### config.mk
export PLATFORM = sky130hd
export DESIGN_NAME = rtc_device_flat
export DESIGN_NICKNAME = d
export VERILOG_FILES = /design/src/pkg/rtc_pkg.sv /design/src/pkg/rtc_cfg_if.sv /design/src/verilog/rtc_device.sv /design/src/flat_wrapper.sv
export SDC_FILE = /design/constraint.sdc
export NUM_CORES = 1
export LEC_CHECK = 0
export BUFFER_PORTS_ARGS = -buffer_cell sky130_fd_sc_hd__buf_2
export CORE_ASPECT_RATIO = 1.25
export CORE_UTILIZATION = 57
export CTS_CLUSTER_DIAMETER = 60
export DETAILED_ROUTE_END_ITERATION = 10
export GPL_TIMING_DRIVEN = 0
export HOLD_SLACK_MARGIN = 0.02
export PLACE_DENSITY = 0.77
export RECOVER_POWER = 25
export SLEW_MARGIN = 40
export SYNTH_ARGS = -nofsm -noshare
export SYNTH_HDL_FRONTEND = slang
export SYNTH_SLANG_ARGS = --single-unit
### constraint.sdc
create_clock -name clk_in -period 3.3 [get_ports clk_in]
set_clock_uncertainty 0.05 [all_clocks]
set_input_delay 0.165 -clock clk_in [delete_from_list [all_inputs] [get_ports clk_in]]
set_output_delay 0.165 -clock clk_in [all_outputs]
set_load 0.02 [all_outputs]
### src/pkg/rtc_pkg.sv
// Purpose: shared constants and types for the match counter and its controller
// Assumes: one 100 MHz clock; config mux runs on that same clock
// Notes: control byte fields, link byte map and host state codes
// Function
// - 40-bit user-loadable up-counter
// - divide timebase by 128, then count
// - timebase comes from crystal oscillator output
// - counter written and read at same addresses
// - count reads come from a read-hold copy
// - match bits all ones on equality
// - both match outputs high on equality only
// - control bit 5 gates both match outputs
// - control bit 2 clears count on match
// - no clear on match when match zero
// - bit 7 resets block, releases two cycles later
// - bit 6 enables count, first after 64
// - disable stops prescaler, keeps count
// - load counter only while counting disabled
// - bit 1 low holds count at zero
// - bits 4:3 drive oscillator mode output
// - bit 0 drives oscillator select output
// - select low before sleep, high before standby
// - registers reached bytewise via config mux
package rtc_pkg;

    localparam int CNT_W      = 40;
    localparam int CNT_BYTES  = 5;
    localparam int CADDR_W    = 8;
    localparam int PRESC_W    = 7;

    // config mux byte addresses, five bytes per 40-bit quantity
    localparam logic [7:0] CADDR_COUNT = 8'h00;
    localparam logic [7:0] CADDR_MATCH = 8'h08;
    localparam logic [7:0] CADDR_MBITS = 8'h10;
    localparam logic [7:0] CADDR_CTRL  = 8'h18;

    // control_status fields
    localparam int CTRL_OSC_SEL   = 0;
    localparam int CTRL_CNT_RSTB  = 1;
    localparam int CTRL_CLR_OMAT  = 2;
    localparam int CTRL_MODE_LO   = 3;
    localparam int CTRL_MODE_HI   = 4;
    localparam int CTRL_MATCH_EN  = 5;
    localparam int CTRL_CNT_EN    = 6;
    localparam int CTRL_BLK_RST   = 7;
    localparam logic [7:0] CTRL_RESET = 8'h00;

    // prescaler: divide by 128, first tick after 64 edges
    localparam logic [6:0] PRESC_START = 7'h40;
    localparam logic [6:0] PRESC_LAST  = 7'h7f;
    localparam logic [1:0] RST_DLY_LOAD = 2'h3;

    // host Avalon map: config byte n at byte address 4*n, status above
    localparam int AV_ADDR_W = 12;
    localparam logic [11:0] AV_STATUS = 12'h400;
    localparam int AV_STAT_MATCH = 0;
    localparam int AV_STAT_PSM   = 1;
    localparam int AV_STAT_SEL   = 2;
    localparam int AV_STAT_MODE  = 3;

    typedef enum logic [4:0] {
        RTC_H_IDLE = 5'b00001,
        RTC_H_WR   = 5'b00010,
        RTC_H_RD   = 5'b00100,
        RTC_H_WAIT = 5'b01000,
        RTC_H_DONE = 5'b10000
    } rtc_host_state_t;

endpackage

### src/pkg/rtc_cfg_if.sv
// Purpose: config mux byte link plus match and oscillator lines
// Assumes: both ends on clk_in
// Notes: timebase_clock is a raw pin level, the device resynchronises it
`timescale 1ns/10ps
`default_nettype none
interface rtc_cfg_if;
    logic       timebase_clock;
    logic [7:0] cfg_addr;
    logic [7:0] cfg_wdata;
    logic       cfg_wr;
    logic       cfg_rd;
    logic [7:0] cfg_rdata;
    logic       match_flag;
    logic       match_to_power_sequencer;
    logic [1:0] osc_mode;
    logic       osc_select;

    modport dev (
        input  timebase_clock, cfg_addr, cfg_wdata, cfg_wr, cfg_rd,
        output cfg_rdata, match_flag, match_to_power_sequencer, osc_mode, osc_select
    );
    modport host (
        output timebase_clock, cfg_addr, cfg_wdata, cfg_wr, cfg_rd,
        input  cfg_rdata, match_flag, match_to_power_sequencer, osc_mode, osc_select
    );
endinterface
`default_nettype wire

### src/verilog/rtc_device.sv
// Purpose: 40-bit real-time match counter behind the config mux byte port
// Assumes: timebase is asynchronous and much slower than clk_in
// Notes: read data appears one cycle after cfg_rd
//
// Implementation choices: the Avalon-MM interface to the registers and the register addresses.
`timescale 1ns/10ps
`default_nettype none
module rtc_device (
    input  wire logic  clk_in,
    input  wire logic  reset_in,
    rtc_cfg_if.dev     link,
    output logic       counting_out,
    output logic       block_reset_out
);
    import rtc_pkg::*;

    typedef struct packed {
        // timebase resync and edge detect
        logic [1:0]       tb_sync;
        logic             tb_prev;
        // prescaler
        logic [6:0]       presc;
        // counter, match value and read-hold copy
        logic [39:0]      count;
        logic [39:0]      match;
        logic [39:0]      hold;
        // control byte and block reset tail
        logic [7:0]       ctrl;
        logic [1:0]       rst_dly;
        // registered read byte
        logic [7:0]       rdata;
    } rtc_dev_st_t;

    // current and next state
    rtc_dev_st_t r;
    rtc_dev_st_t n;

    // byte index of addr within a five-byte field, or 7 when outside
    function automatic logic [2:0] byte_idx(input logic [7:0] addr, input logic [7:0] base);
        logic [7:0] off;
        logic       in_range;
        off      = addr - base;
        in_range = (addr >= base) && (off < 8'(CNT_BYTES));
        if (in_range) begin
            byte_idx = off[2:0];
        end else begin
            byte_idx = 3'h7;
        end
    endfunction

    // true when a byte index landed inside its field
    function automatic logic in_field(input logic [2:0] idx);
        in_field = (idx != 3'h7);
    endfunction

    // one byte out of a 40-bit value, byte 0 lowest
    function automatic logic [7:0] get_byte(input logic [39:0] v, input logic [2:0] i);
        get_byte = v[{i, 3'h0} +: 8];
    endfunction

    // one byte replaced, the other four kept
    function automatic logic [39:0] put_byte(input logic [39:0] v, input logic [2:0] i,
                                             input logic [7:0] b);
        logic [39:0] t;
        t = v;
        t[{i, 3'h0} +: 8] = b;
        put_byte = t;
    endfunction

    // decode results shared by next-state and output logic
    logic       blk_rst;
    logic       counting;
    logic       equal;
    logic       tb_edge;
    logic       tick;
    logic       match_hit;
    logic       cnt_clear;
    logic       clr_on_match;
    logic       load_ok;
    logic [2:0] i_cnt;
    logic [2:0] i_mat;
    logic [2:0] i_mb;

    // decode and next-state
    always_comb begin
        n        = r;
        blk_rst  = r.ctrl[CTRL_BLK_RST] | (r.rst_dly != 2'h0);
        counting = r.ctrl[CTRL_CNT_EN] & ~blk_rst;
        equal    = (r.count == r.match);
        tb_edge  = r.tb_sync[1] & ~r.tb_prev;
        tick     = counting & tb_edge & (r.presc == PRESC_LAST);
        // field decodes of the shared byte address
        i_cnt    = byte_idx(link.cfg_addr, CADDR_COUNT);
        i_mat    = byte_idx(link.cfg_addr, CADDR_MATCH);
        i_mb     = byte_idx(link.cfg_addr, CADDR_MBITS);

        // two-flop resync of the raw timebase pin
        n.tb_sync = {r.tb_sync[0], link.timebase_clock};
        n.tb_prev = r.tb_sync[1];

        // block reset release stretched by two cycles
        if (r.ctrl[CTRL_BLK_RST]) begin
            n.rst_dly = RST_DLY_LOAD;
        end else begin
            n.rst_dly = {1'b0, r.rst_dly[1]};
        end

        // prescaler parks half way so the first tick needs 64 edges
        if (!counting) begin
            // stopping reloads the half-way point, the count is kept
            n.presc = PRESC_START;
        end else if (tb_edge) begin
            // wraps from 127 to 0, so later ticks are 128 edges apart
            n.presc = r.presc + 7'h01;
        end

        // one gated term drives both match outputs; low in block reset
        match_hit    = equal & r.ctrl[CTRL_MATCH_EN] & ~blk_rst;
        // block reset and the active-low clear bit both zero the count
        cnt_clear    = blk_rst | ~r.ctrl[CTRL_CNT_RSTB];
        // clear on match is off while the match value is all zero
        clr_on_match = r.ctrl[CTRL_CLR_OMAT] & equal & (r.match != '0);
        // loads while counting would race the increment, so drop them
        load_ok      = ~r.ctrl[CTRL_CNT_EN] & r.ctrl[CTRL_CNT_RSTB] & ~blk_rst;

        // counter: clear, clear-on-match, increment
        if (cnt_clear) begin
            n.count = '0;
        end else if (tick) begin
            if (clr_on_match) begin
                n.count = '0;
            end else begin
                n.count = r.count + 40'h1;
            end
        end

        // block reset wipes the stored values
        if (blk_rst) begin
            n.match = '0;
            n.hold  = '0;
        end

        // byte writes; control stays writable so reset can be lifted
        if (link.cfg_wr) begin
            if (link.cfg_addr == CADDR_CTRL) begin
                n.ctrl = link.cfg_wdata;
            end else if (!blk_rst) begin
                // count bytes only while stopped and not held clear
                if (in_field(i_cnt) && load_ok) begin
                    n.count = put_byte(r.count, i_cnt, link.cfg_wdata);
                end
                // match bytes may change at any time outside block reset
                if (in_field(i_mat)) begin
                    n.match = put_byte(r.match, i_mat, link.cfg_wdata);
                end
            end
        end

        // byte reads, registered one cycle
        if (link.cfg_rd) begin
            if (i_cnt == 3'h0) begin
                // byte 0 snapshots the count so bytes 1..4 stay coherent
                n.hold  = r.count;
                n.rdata = r.count[7:0];
            end else if (in_field(i_cnt)) begin
                n.rdata = get_byte(r.hold, i_cnt);
            end else if (in_field(i_mat)) begin
                n.rdata = get_byte(r.match, i_mat);
            end else if (in_field(i_mb)) begin
                // every match bits byte reads all ones on equality
                n.rdata = equal ? 8'hff : 8'h00;
            end else if (link.cfg_addr == CADDR_CTRL) begin
                n.rdata = r.ctrl;
            end else begin
                // unmapped bytes read as zero
                n.rdata = 8'h00;
            end
        end
    end

    // state register
    // reset names each field, otherwise the whole next copy is taken
    always_ff @(posedge clk_in) begin
        if (reset_in) begin
            r.tb_sync <= 2'h0;
            r.tb_prev <= 1'b0;
            r.presc   <= PRESC_START;
            r.count   <= '0;
            r.match   <= '0;
            r.hold    <= '0;
            r.ctrl    <= CTRL_RESET;
            r.rst_dly <= 2'h0;
            r.rdata   <= 8'h00;
        end else begin
            r <= n;
        end
    end

    // outputs follow registered state only
    assign link.cfg_rdata   = r.rdata;
    // one gated match term feeds both outputs, so they never disagree
    assign link.match_flag  = match_hit;
    assign link.match_to_power_sequencer = match_hit;
    // oscillator lines come straight from the control byte
    assign link.osc_mode    = r.ctrl[CTRL_MODE_HI:CTRL_MODE_LO];
    assign link.osc_select  = r.ctrl[CTRL_OSC_SEL];
    // status for the host side
    assign counting_out     = counting;
    assign block_reset_out  = blk_rst;

endmodule
`default_nettype wire

### src/flat_wrapper.sv
// flat-port wrapper written by rule: the top's interface ports become plain ports
module rtc_device_flat import rtc_pkg::*;
  (clk_in, reset_in, counting_out, block_reset_out, link_timebase_clock, link_cfg_addr, link_cfg_wdata, link_cfg_wr, link_cfg_rd, link_cfg_rdata, link_match_flag, link_match_to_power_sequencer, link_osc_mode, link_osc_select);
  rtc_cfg_if link_i ();
  input  wire logic clk_in;
  input  wire logic reset_in;
  output logic counting_out;
  output logic block_reset_out;
  input wire logic [$bits(link_i.timebase_clock)-1:0] link_timebase_clock;
  input wire logic [$bits(link_i.cfg_addr)-1:0] link_cfg_addr;
  input wire logic [$bits(link_i.cfg_wdata)-1:0] link_cfg_wdata;
  input wire logic [$bits(link_i.cfg_wr)-1:0] link_cfg_wr;
  input wire logic [$bits(link_i.cfg_rd)-1:0] link_cfg_rd;
  output wire logic [$bits(link_i.cfg_rdata)-1:0] link_cfg_rdata;
  output wire logic [$bits(link_i.match_flag)-1:0] link_match_flag;
  output wire logic [$bits(link_i.match_to_power_sequencer)-1:0] link_match_to_power_sequencer;
  output wire logic [$bits(link_i.osc_mode)-1:0] link_osc_mode;
  output wire logic [$bits(link_i.osc_select)-1:0] link_osc_select;
  assign link_i.timebase_clock = link_timebase_clock;
  assign link_i.cfg_addr = link_cfg_addr;
  assign link_i.cfg_wdata = link_cfg_wdata;
  assign link_i.cfg_wr = link_cfg_wr;
  assign link_i.cfg_rd = link_cfg_rd;
  assign link_cfg_rdata = link_i.cfg_rdata;
  assign link_match_flag = link_i.match_flag;
  assign link_match_to_power_sequencer = link_i.match_to_power_sequencer;
  assign link_osc_mode = link_i.osc_mode;
  assign link_osc_select = link_i.osc_select;
  rtc_device u_core (.clk_in(clk_in), .reset_in(reset_in), .link(link_i), .counting_out(counting_out), .block_reset_out(block_reset_out));
endmodule
==> results of run 1 <==
-- cell families (layout without fill, tap and decap cells) --
family / count (synthesis) / count (layout)
xor+xnor: 63 / 63
flops: 148 / 148
compound gates: 273 / 273
buf+inv: 115 / 186
simple gates: 454 / 454
fa+ha+maj: 15 / 15
mux: 31 / 31
-- power breakdown --
group,internal [mW],switching [mW]
logic,0.0432,0.146
registers,1.79,0.00147
clock network,1.07,0.842
-- per-stage QoR --
stage | setup slack [ns] | hold slack [ns] | cells | utilization | power, mW
2_1_floorplan | 0.126 | 0.243 | 1099 | - | 1.92
3_3_place_gp | -1.14 | 0.343 | 1311 | 0.608 | 2.00
3_5_place_dp | -0.876 | 0.337 | 1311 | 0.610 | 2.00
4_1_cts | 0.0204 | 0.109 | 1351 | 0.656 | 3.86
5_1_grt | -0.0775 | 0.145 | 1352 | 0.660 | 3.95
6_report | 0.00104 | 0.120 | 1352 | 0.660 | 3.89
-- cell usage in the layout, fill, tap and decap left out, types with 5 or more instances in the layout --
cell	n
mux2_2	14
nor2_2	7
a31oi_1	19
clkbuf_1	60
nand2_1	127
a21oi_1	95
o221ai_1	6
inv_6	5
clkbuf_16	17
nand2b_1	5
ha_1	15
xnor2_1	12
and4_1	6
o32ai_1	5
o21ai_0	36
nor4_1	34
and2_1	6
a22oi_1	12
a22o_1	32
buf_4	24
inv_1	19
nor3_1	27
buf_2	34
or4_1	5
a222oi_1	5
o22ai_1	5
clkbuf_2	10
and3_1	12
xor2_1	51
nand3_1	86
nor2_1	60
nand4_1	31
nor2b_1	14
a211oi_1	16
dfxtp_1	147
mux2i_1	16
-- worst max-delay path, stage by stage --
cell and delay, ns:
buf_2 0.12, nor3_2 0.35, nand2_1 0.21, nor2_2 0.28, inv_1 0.10, clkbuf_1 0.30, ha_1 0.34, o41a_1 0.23
or4_4 0.56, buf_6 0.19, o21ai_1 0.35, a21oi_1 0.07, a21oi_1 0.18, o32ai_1 0.09
-- flip-flops by register name, summed over array words and instances (netlist names) --
register	cells
u_core.n	2
u_core.link.cfg_rdata	8
u_core.r	135
u_core.link.osc_select	1
u_core.link.osc_mode	2
-- worst max-delay path by stage --
stage                     startpoint            end  slack [ns]  cells after the start
finish              link_cfg_addr[7]  u_core.r[132]       0.001                     14
CTS                 link_cfg_addr[7]  u_core.r[132]        0.02                     14
global route        link_cfg_addr[3]   u_core.r[85]       -0.08                     14
detailed placement  link_cfg_addr[7]  u_core.r[132]       -0.88                     12
floorplan           link_cfg_addr[7]  u_core.r[132]        0.13                     11
global placement    link_cfg_addr[7]  u_core.r[132]       -1.14                     12
-- layer usage --
layer  global-route usage  wire [um]  up-vias
met5                    0          0        -
met4                0.358       3570        0
met3                0.141       4580      248
met2                0.727      16000      763
met1                0.567      13100     4458
li1                     -          -     4158
-- cells in the mapped netlist (29+ instances only) --
cell type / count
a21oi_1: 95
o21ai_0: 36
dfxtp_1: 148
nand3_1: 86
xor2_1: 51
nand4_1: 31
a22o_1: 32
nor2_1: 65
nor3_1: 29
clkbuf_1: 60
nor4_1: 35
nand2_1: 127
-- cell type report --
class,count,area share
Buffer,90,0.0433
Clock buffer,20,0.0451
Clock inverter,12,0.0120
Inverter,20,0.00757
Multi-Input combinational cell,836,0.544
Sequential cell,148,0.299
Tap cell,182,0.0230
Timing Repair Buffer,44,0.0259
-- what timing repair did --
item / in CTS / in global routing
hold buffers: 1 / 0
pin swaps: 3 / 4
setup buffers: 8 / 5
gates resized for setup: 10 / 15
endpoints found under the setup margin: 94 / 86
hold endpoints to repair: 1 / 0
==> summary.txt, run 1 <==
Global routing
  – Tot GR Track Use: 0.477
  – Initial antenna violation count: 0
  – Vias in the first global route: 8806
  – Total congestion overflow: 0
  – Largest net degree at the start of global routing: 17
  – Global-route wire length before repair: 55.1 mm

Placement
  – GP Congestion: 1.04
  – Hpwl dp: 26.8 mm
  – Post-Place Cell Area: 0.00916 sq mm
  – Port buffer count: 30

Synth
  – Syn nets: 1135
  – Largest family of logic cells by synthesized area: simple AND/OR/NAND/NOR gates
  – Synth async-reset ratio: 0
  – Largest cells by area after synthesis: dfxtp_1 34%, nand2_1 5.4%, a21oi_1 5.4%
  – Post-synthesis adder-cell area fraction: 0.0214
  – EDFF count, synth: 0
  – Fraction of synthesized area in multiplexers: 0.0389
  – Gate count of the mapped netlist: 1099
  – Yosys top cell area share: 0.338
  – XOR/XNOR Fraction of Synth Area: 0.0630
  – Synth Area in Compound Gates: 0.209
  – Yosys warning total: 0
  – Synth cell types: 78
  – Ys flop type: dfxtp_1
  – Mean post-synth cell area: 7.97 sq um
  – Largest area contributor in the netlist: dfxtp_1
  – Seq/Total Area, Yosys: 0.338
  – Netlist Area Pre-Place: 0.00876 sq mm
  – Post-synthesis simple-gate area fraction: 0.271
  – FF+latch count, synth: 148

Setup path
  – Flop2flop setup slack: 0.14 ns
  – CP max FO: 12
  – CP Class: input port to flop
  – Worst flop-to-flop path startpoint: u_core.r[17]
  – Critical Path End Type: flop
  – CP Launch Type: input port
  – R2R depth: 12
  – CP arrival: 3.54 ns
  – Critical path required time: 3.54 ns
  – Reg-to-Reg End: u_core.r[123]

Timing
  – Period utilization: 1.00
  – Endpoints failing hold: 0
  – Max frequency: 303 MHz
  – Fin Setup TNS: 0 ns
  – Setup Viol. Count Final: 0
  – Pins Over Slew Limit: 0
  – Post-layout min period: 3.30 ns
  – Slew margin rel.: 0.271
  – Worst-margin pin slew: 1.09 ns

Floorplanning
  – # IOs: 36
  – DIE HEIGHT: 141 um
  – Core Rows: 50
  – Die Wd: 113 um
  – Starting Density: 0.583
  – Die area: 0.0159 sq mm
  – Placeable Area: 0.0150 sq mm

Worst hold path
  – Worst hold path cell count: 3
  – Worst Hold Launch: link_cfg_wdata[3]
  – Worst hold path type: input port to flop
  – Hold-critical path endpoint: u_core.r[101]

Finish
  – Antenna diodes: 0
  – Register area: 0.00296 sq mm
  – Share of cells above drive strength 1: 0.132
  – Post-route cell area: 0.00991 sq mm
  – Final #Nets: 1193
  – Area taken by multi-input logic gates: 0.00540 sq mm
  – Fillers: 1336
  – Layout area overhead: 13.2%

Outcome
  – Outcome: finished, final reports clean

Routing
  – Total Routed Length: 37.3 mm
  – 1st-iter DRT viols: 1309
  – Vias per cell: 7.12
  – Routed via count: 9627
  – Drt first pass iters: 6
  – Routed Antenna Nets: 0
  – DR DRC count: 0
  – WL per Instance: 27.6 um

Clock network
  – Worst-path clk slew: 0.06 ns
  – Clock sinks: 148
  – TritonCTS Buffers: 17
  – Clock Latency Late Sink: 0.44 ns
  – CTS Root Cell: clkbuf_16
  – H-tree levels: 4
  – Worst-case clock buffer depth: 2
  – TritonCTS clock tree: built

Job
  – Max Cap Viol: 0

Power and ir drop
  – PwrDens: 392 mW/mm^2
  – Pleak: 3.71 nW
  – Peak VDD IR: 323 uV
(Power assumes the default switching activity.)
==> run 2, diff against run 1 <==
--- a/config.mk
+++ b/config.mk
@@ -5,14 +5,13 @@
 export SDC_FILE = /design/constraint.sdc
 export NUM_CORES = 1
 export LEC_CHECK = 0
-export BUFFER_PORTS_ARGS = -buffer_cell sky130_fd_sc_hd__buf_2
-export CORE_ASPECT_RATIO = 1.25
-export CORE_UTILIZATION = 57
+export CORE_UTILIZATION = 60
 export CTS_CLUSTER_DIAMETER = 60
 export DETAILED_ROUTE_END_ITERATION = 10
+export DONT_BUFFER_PORTS = 1
 export GPL_TIMING_DRIVEN = 0
 export HOLD_SLACK_MARGIN = 0.02
-export PLACE_DENSITY = 0.77
+export PLACE_DENSITY = 0.76
 export RECOVER_POWER = 25
 export SLEW_MARGIN = 40
 export SYNTH_ARGS = -nofsm -noshare
==> constraint.sdc (replaced) <==
create_clock -name clk_in -period 3.5 [get_ports clk_in]
set_clock_uncertainty 0.05 [all_clocks]
set_input_delay 0.175 -clock clk_in [delete_from_list [all_inputs] [get_ports clk_in]]
set_output_delay 0.175 -clock clk_in [all_outputs]
set_load 0.02 [all_outputs]
==> run 2 against run 1 <==
Net effect: utilization increased by 3.1 points; combinational power decreased by 17%; sequential power fell by 6%; final area fell by 2.1%; global-route usage fell by 0.61 points; highest routed layer unchanged; critical endpoint is now u_core.r[123]; non-clock buffer count decreased by 32; via count fell by 0.99%; worst hold slack lost 0.080 ns; clock power is 3% higher; sequential share of layout area grew 0.65 points.
==> summary.txt, run 2 (synthesis results as in run 1) <==
Setup path
  – Flop2flop setup slack: 0.08 ns
  – CP max stage delay: 0.72 ns
  – CP max FO: 10
  – Critical Path End Type: flop
  – CP max-delay cell: dfxtp_1
  – CP Class: flop to flop
  – Critical path required time: 3.76 ns
  – CP arrival: 3.68 ns
  – Worst path cell trace: xor2_1 -> nor4_1 -> nand4_1 -> nor4_1 -> buf_2 -> nor2_1 -> clkbuf_1 -> a31oi_1 -> nor2_1
  – CP Launch Type: flop

Floorplanning
  – Die Wd: 123 um
  – Die area: 0.0151 sq mm
  – Starting Density: 0.624
  – DIE HEIGHT: 123 um
  – Placeable Area: 0.0140 sq mm
  – # IOs: 36
  – Core Rows: 43

Clock network
  – Worst-case clock buffer depth: 2
  – Worst-path clk slew: 0.06 ns
  – TritonCTS Buffers: 17
  – Clock Latency Late Sink: 0.44 ns
  – TritonCTS clock tree: built
  – CTS Root Cell: clkbuf_16
  – H-tree levels: 4
  – Clock sinks: 148

Timing
  – Endpoints failing hold: 0
  – Setup Viol. Count Final: 0
  – Unrepaired setup endpoints after global routing: false
  – Pins Over Slew Limit: 0
  – Post-layout min period: 3.42 ns
  – Period utilization: 0.976
  – Max frequency: 293 MHz
  – Slew margin rel.: 0.370
  – Worst-margin pin slew: 0.938 ns

Power and ir drop
  – PwrDens: 393 mW/mm^2
  – Total power: 3.82 mW
  – Peak VDD IR: 341 uV
  – Pleak: 3.54 nW

Global routing
  – Vias in the first global route: 8954
  – Global-route wire length before repair: 51.3 mm
  – Largest net degree at the start of global routing: 17
  – Total congestion overflow: 0
  – Initial antenna violation count: 0
  – Tot GR Track Use: 0.471

Placement
  – Post-Place Cell Area: 0.00900 sq mm
  – Port buffer count: 0
  – GP Congestion: 1.08
  – Hpwl dp: 24.3 mm

Finish
  – Antenna diodes: 0
  – Most common cell after layout, fill and taps aside: dfxtp_1
  – Final #Nets: 1161
  – Commonest cells after routing, fill and taps aside: 147 x dfxtp_1, 127 x nand2_1, 95 x a21oi_1, 86 x nand3_1
  – Max reg flops: 135
  – Share of cells above drive strength 1: 0.0967
  – Post-route cell area: 0.00970 sq mm
  – Largest Register: u_core.r
  – Layout area overhead: 10.8%

Routing
  – Routed via count: 9532
  – DR DRC count: 0
  – Vias per cell: 7.23
  – WL per Instance: 26.5 um
  – Drt first pass iters: 7
  – 1st-iter DRT viols: 1596
  – Total Routed Length: 34.9 mm
  – Routed Antenna Nets: 0

Job
  – Max Cap Viol: 0

Worst hold path
  – Worst hold path type: input port to flop

Outcome
  – Outcome: finished, final reports clean
run 2: cell types whose count changed in the layout (fill, tap and decap cells not counted), moves of 2 or more:
| cell | before | now |
|---|---|---|
| clkbuf_1 | 60 | 65 |
| nor4b_2 | 0 | 2 |
| nor4b_4 | 3 | 1 |
| buf_4 | 24 | 8 |
| buf_2 | 34 | 15 |
| dlygate4sd3_1 | 1 | 3 |
| bufinv_16 | 1 | 4 |
| nor2_2 | 7 | 3 |
| nor3_1 | 27 | 25 |
| nor3_2 | 2 | 5 |
| nor2_1 | 60 | 65 |
| inv_6 | 5 | 1 |
| clkbuf_2 | 10 | 7 |
run 2: final timing paths:
path | start | endpoint | cells past startpoint
worst max-delay path | u_core.r[101] | u_core.r[123] | 9
worst min register to register | u_core.n[147] | u_core.n[145] | 1
worst max register to register | u_core.r[101] | u_core.r[123] | 9
worst min-delay path | link_cfg_rd | u_core.r[26] | 3
run 2: area by class of cell:
cell class | instances | area, sq um
timing repair buffer | 9 | 75.1
sequential | 148 | 2960
fill | 1195 | 4340
inverter | 20 | 75.1
clock buffer | 20 | 447
clock inverter | 12 | 179
buffer | 93 | 399
tap | 180 | 225
multi-input combinational | 836 | 5340
run 2: per-layer routing:
metal  up-vias  routed length, um  part of all wire  global-route usage
met5         -                  0                 0                   0
met4         0               2940             0.084               0.369
met3       246               5100              0.15               0.162
met2       817              14200              0.41               0.673
met1      4370              12600              0.36               0.574
li1       4099                  -                 -                   -
run 2: through the flow:
step                      setup slack, ns   util  cells  hold slack (ns)  TNS [ns]
after CTS                           0.133  0.689   1315           0.0234         0
final                              0.0829  0.691   1318           0.0397         0
after global routing               0.0128  0.691   1318           0.0601         0
after detailed placement           -0.580  0.641   1279            0.279    -13.77
after global placement             -0.821  0.640   1279            0.267    -15.84
after floorplan                     0.316      -   1099            0.253         0
run 2: worst max-delay path: cells and delay by family (launching register included):
kind | cells | cell delay (ns)
simple gates | 5 | 1.31
flops | 1 | 0.72
buf+inv | 2 | 0.69
compound gates | 1 | 0.30
xor+xnor | 1 | 0.20
run 2: what timing repair did:
action,4_1_cts,5_1_grt
pin swaps,1,1
endpoints found under the hold margin,5,0
hold buffers,3,0
setup buffers,1,5
endpoints found under the setup margin,23,21
gates resized for setup,2,3
cloned,0,0
run 2: power breakdown:
group | internal, mW | switching (mW)
registers | 1.69 | 0.00135
logic | 0.0347 | 0.122
clock network | 1.21 | 0.760
total | 2.93 | 0.883
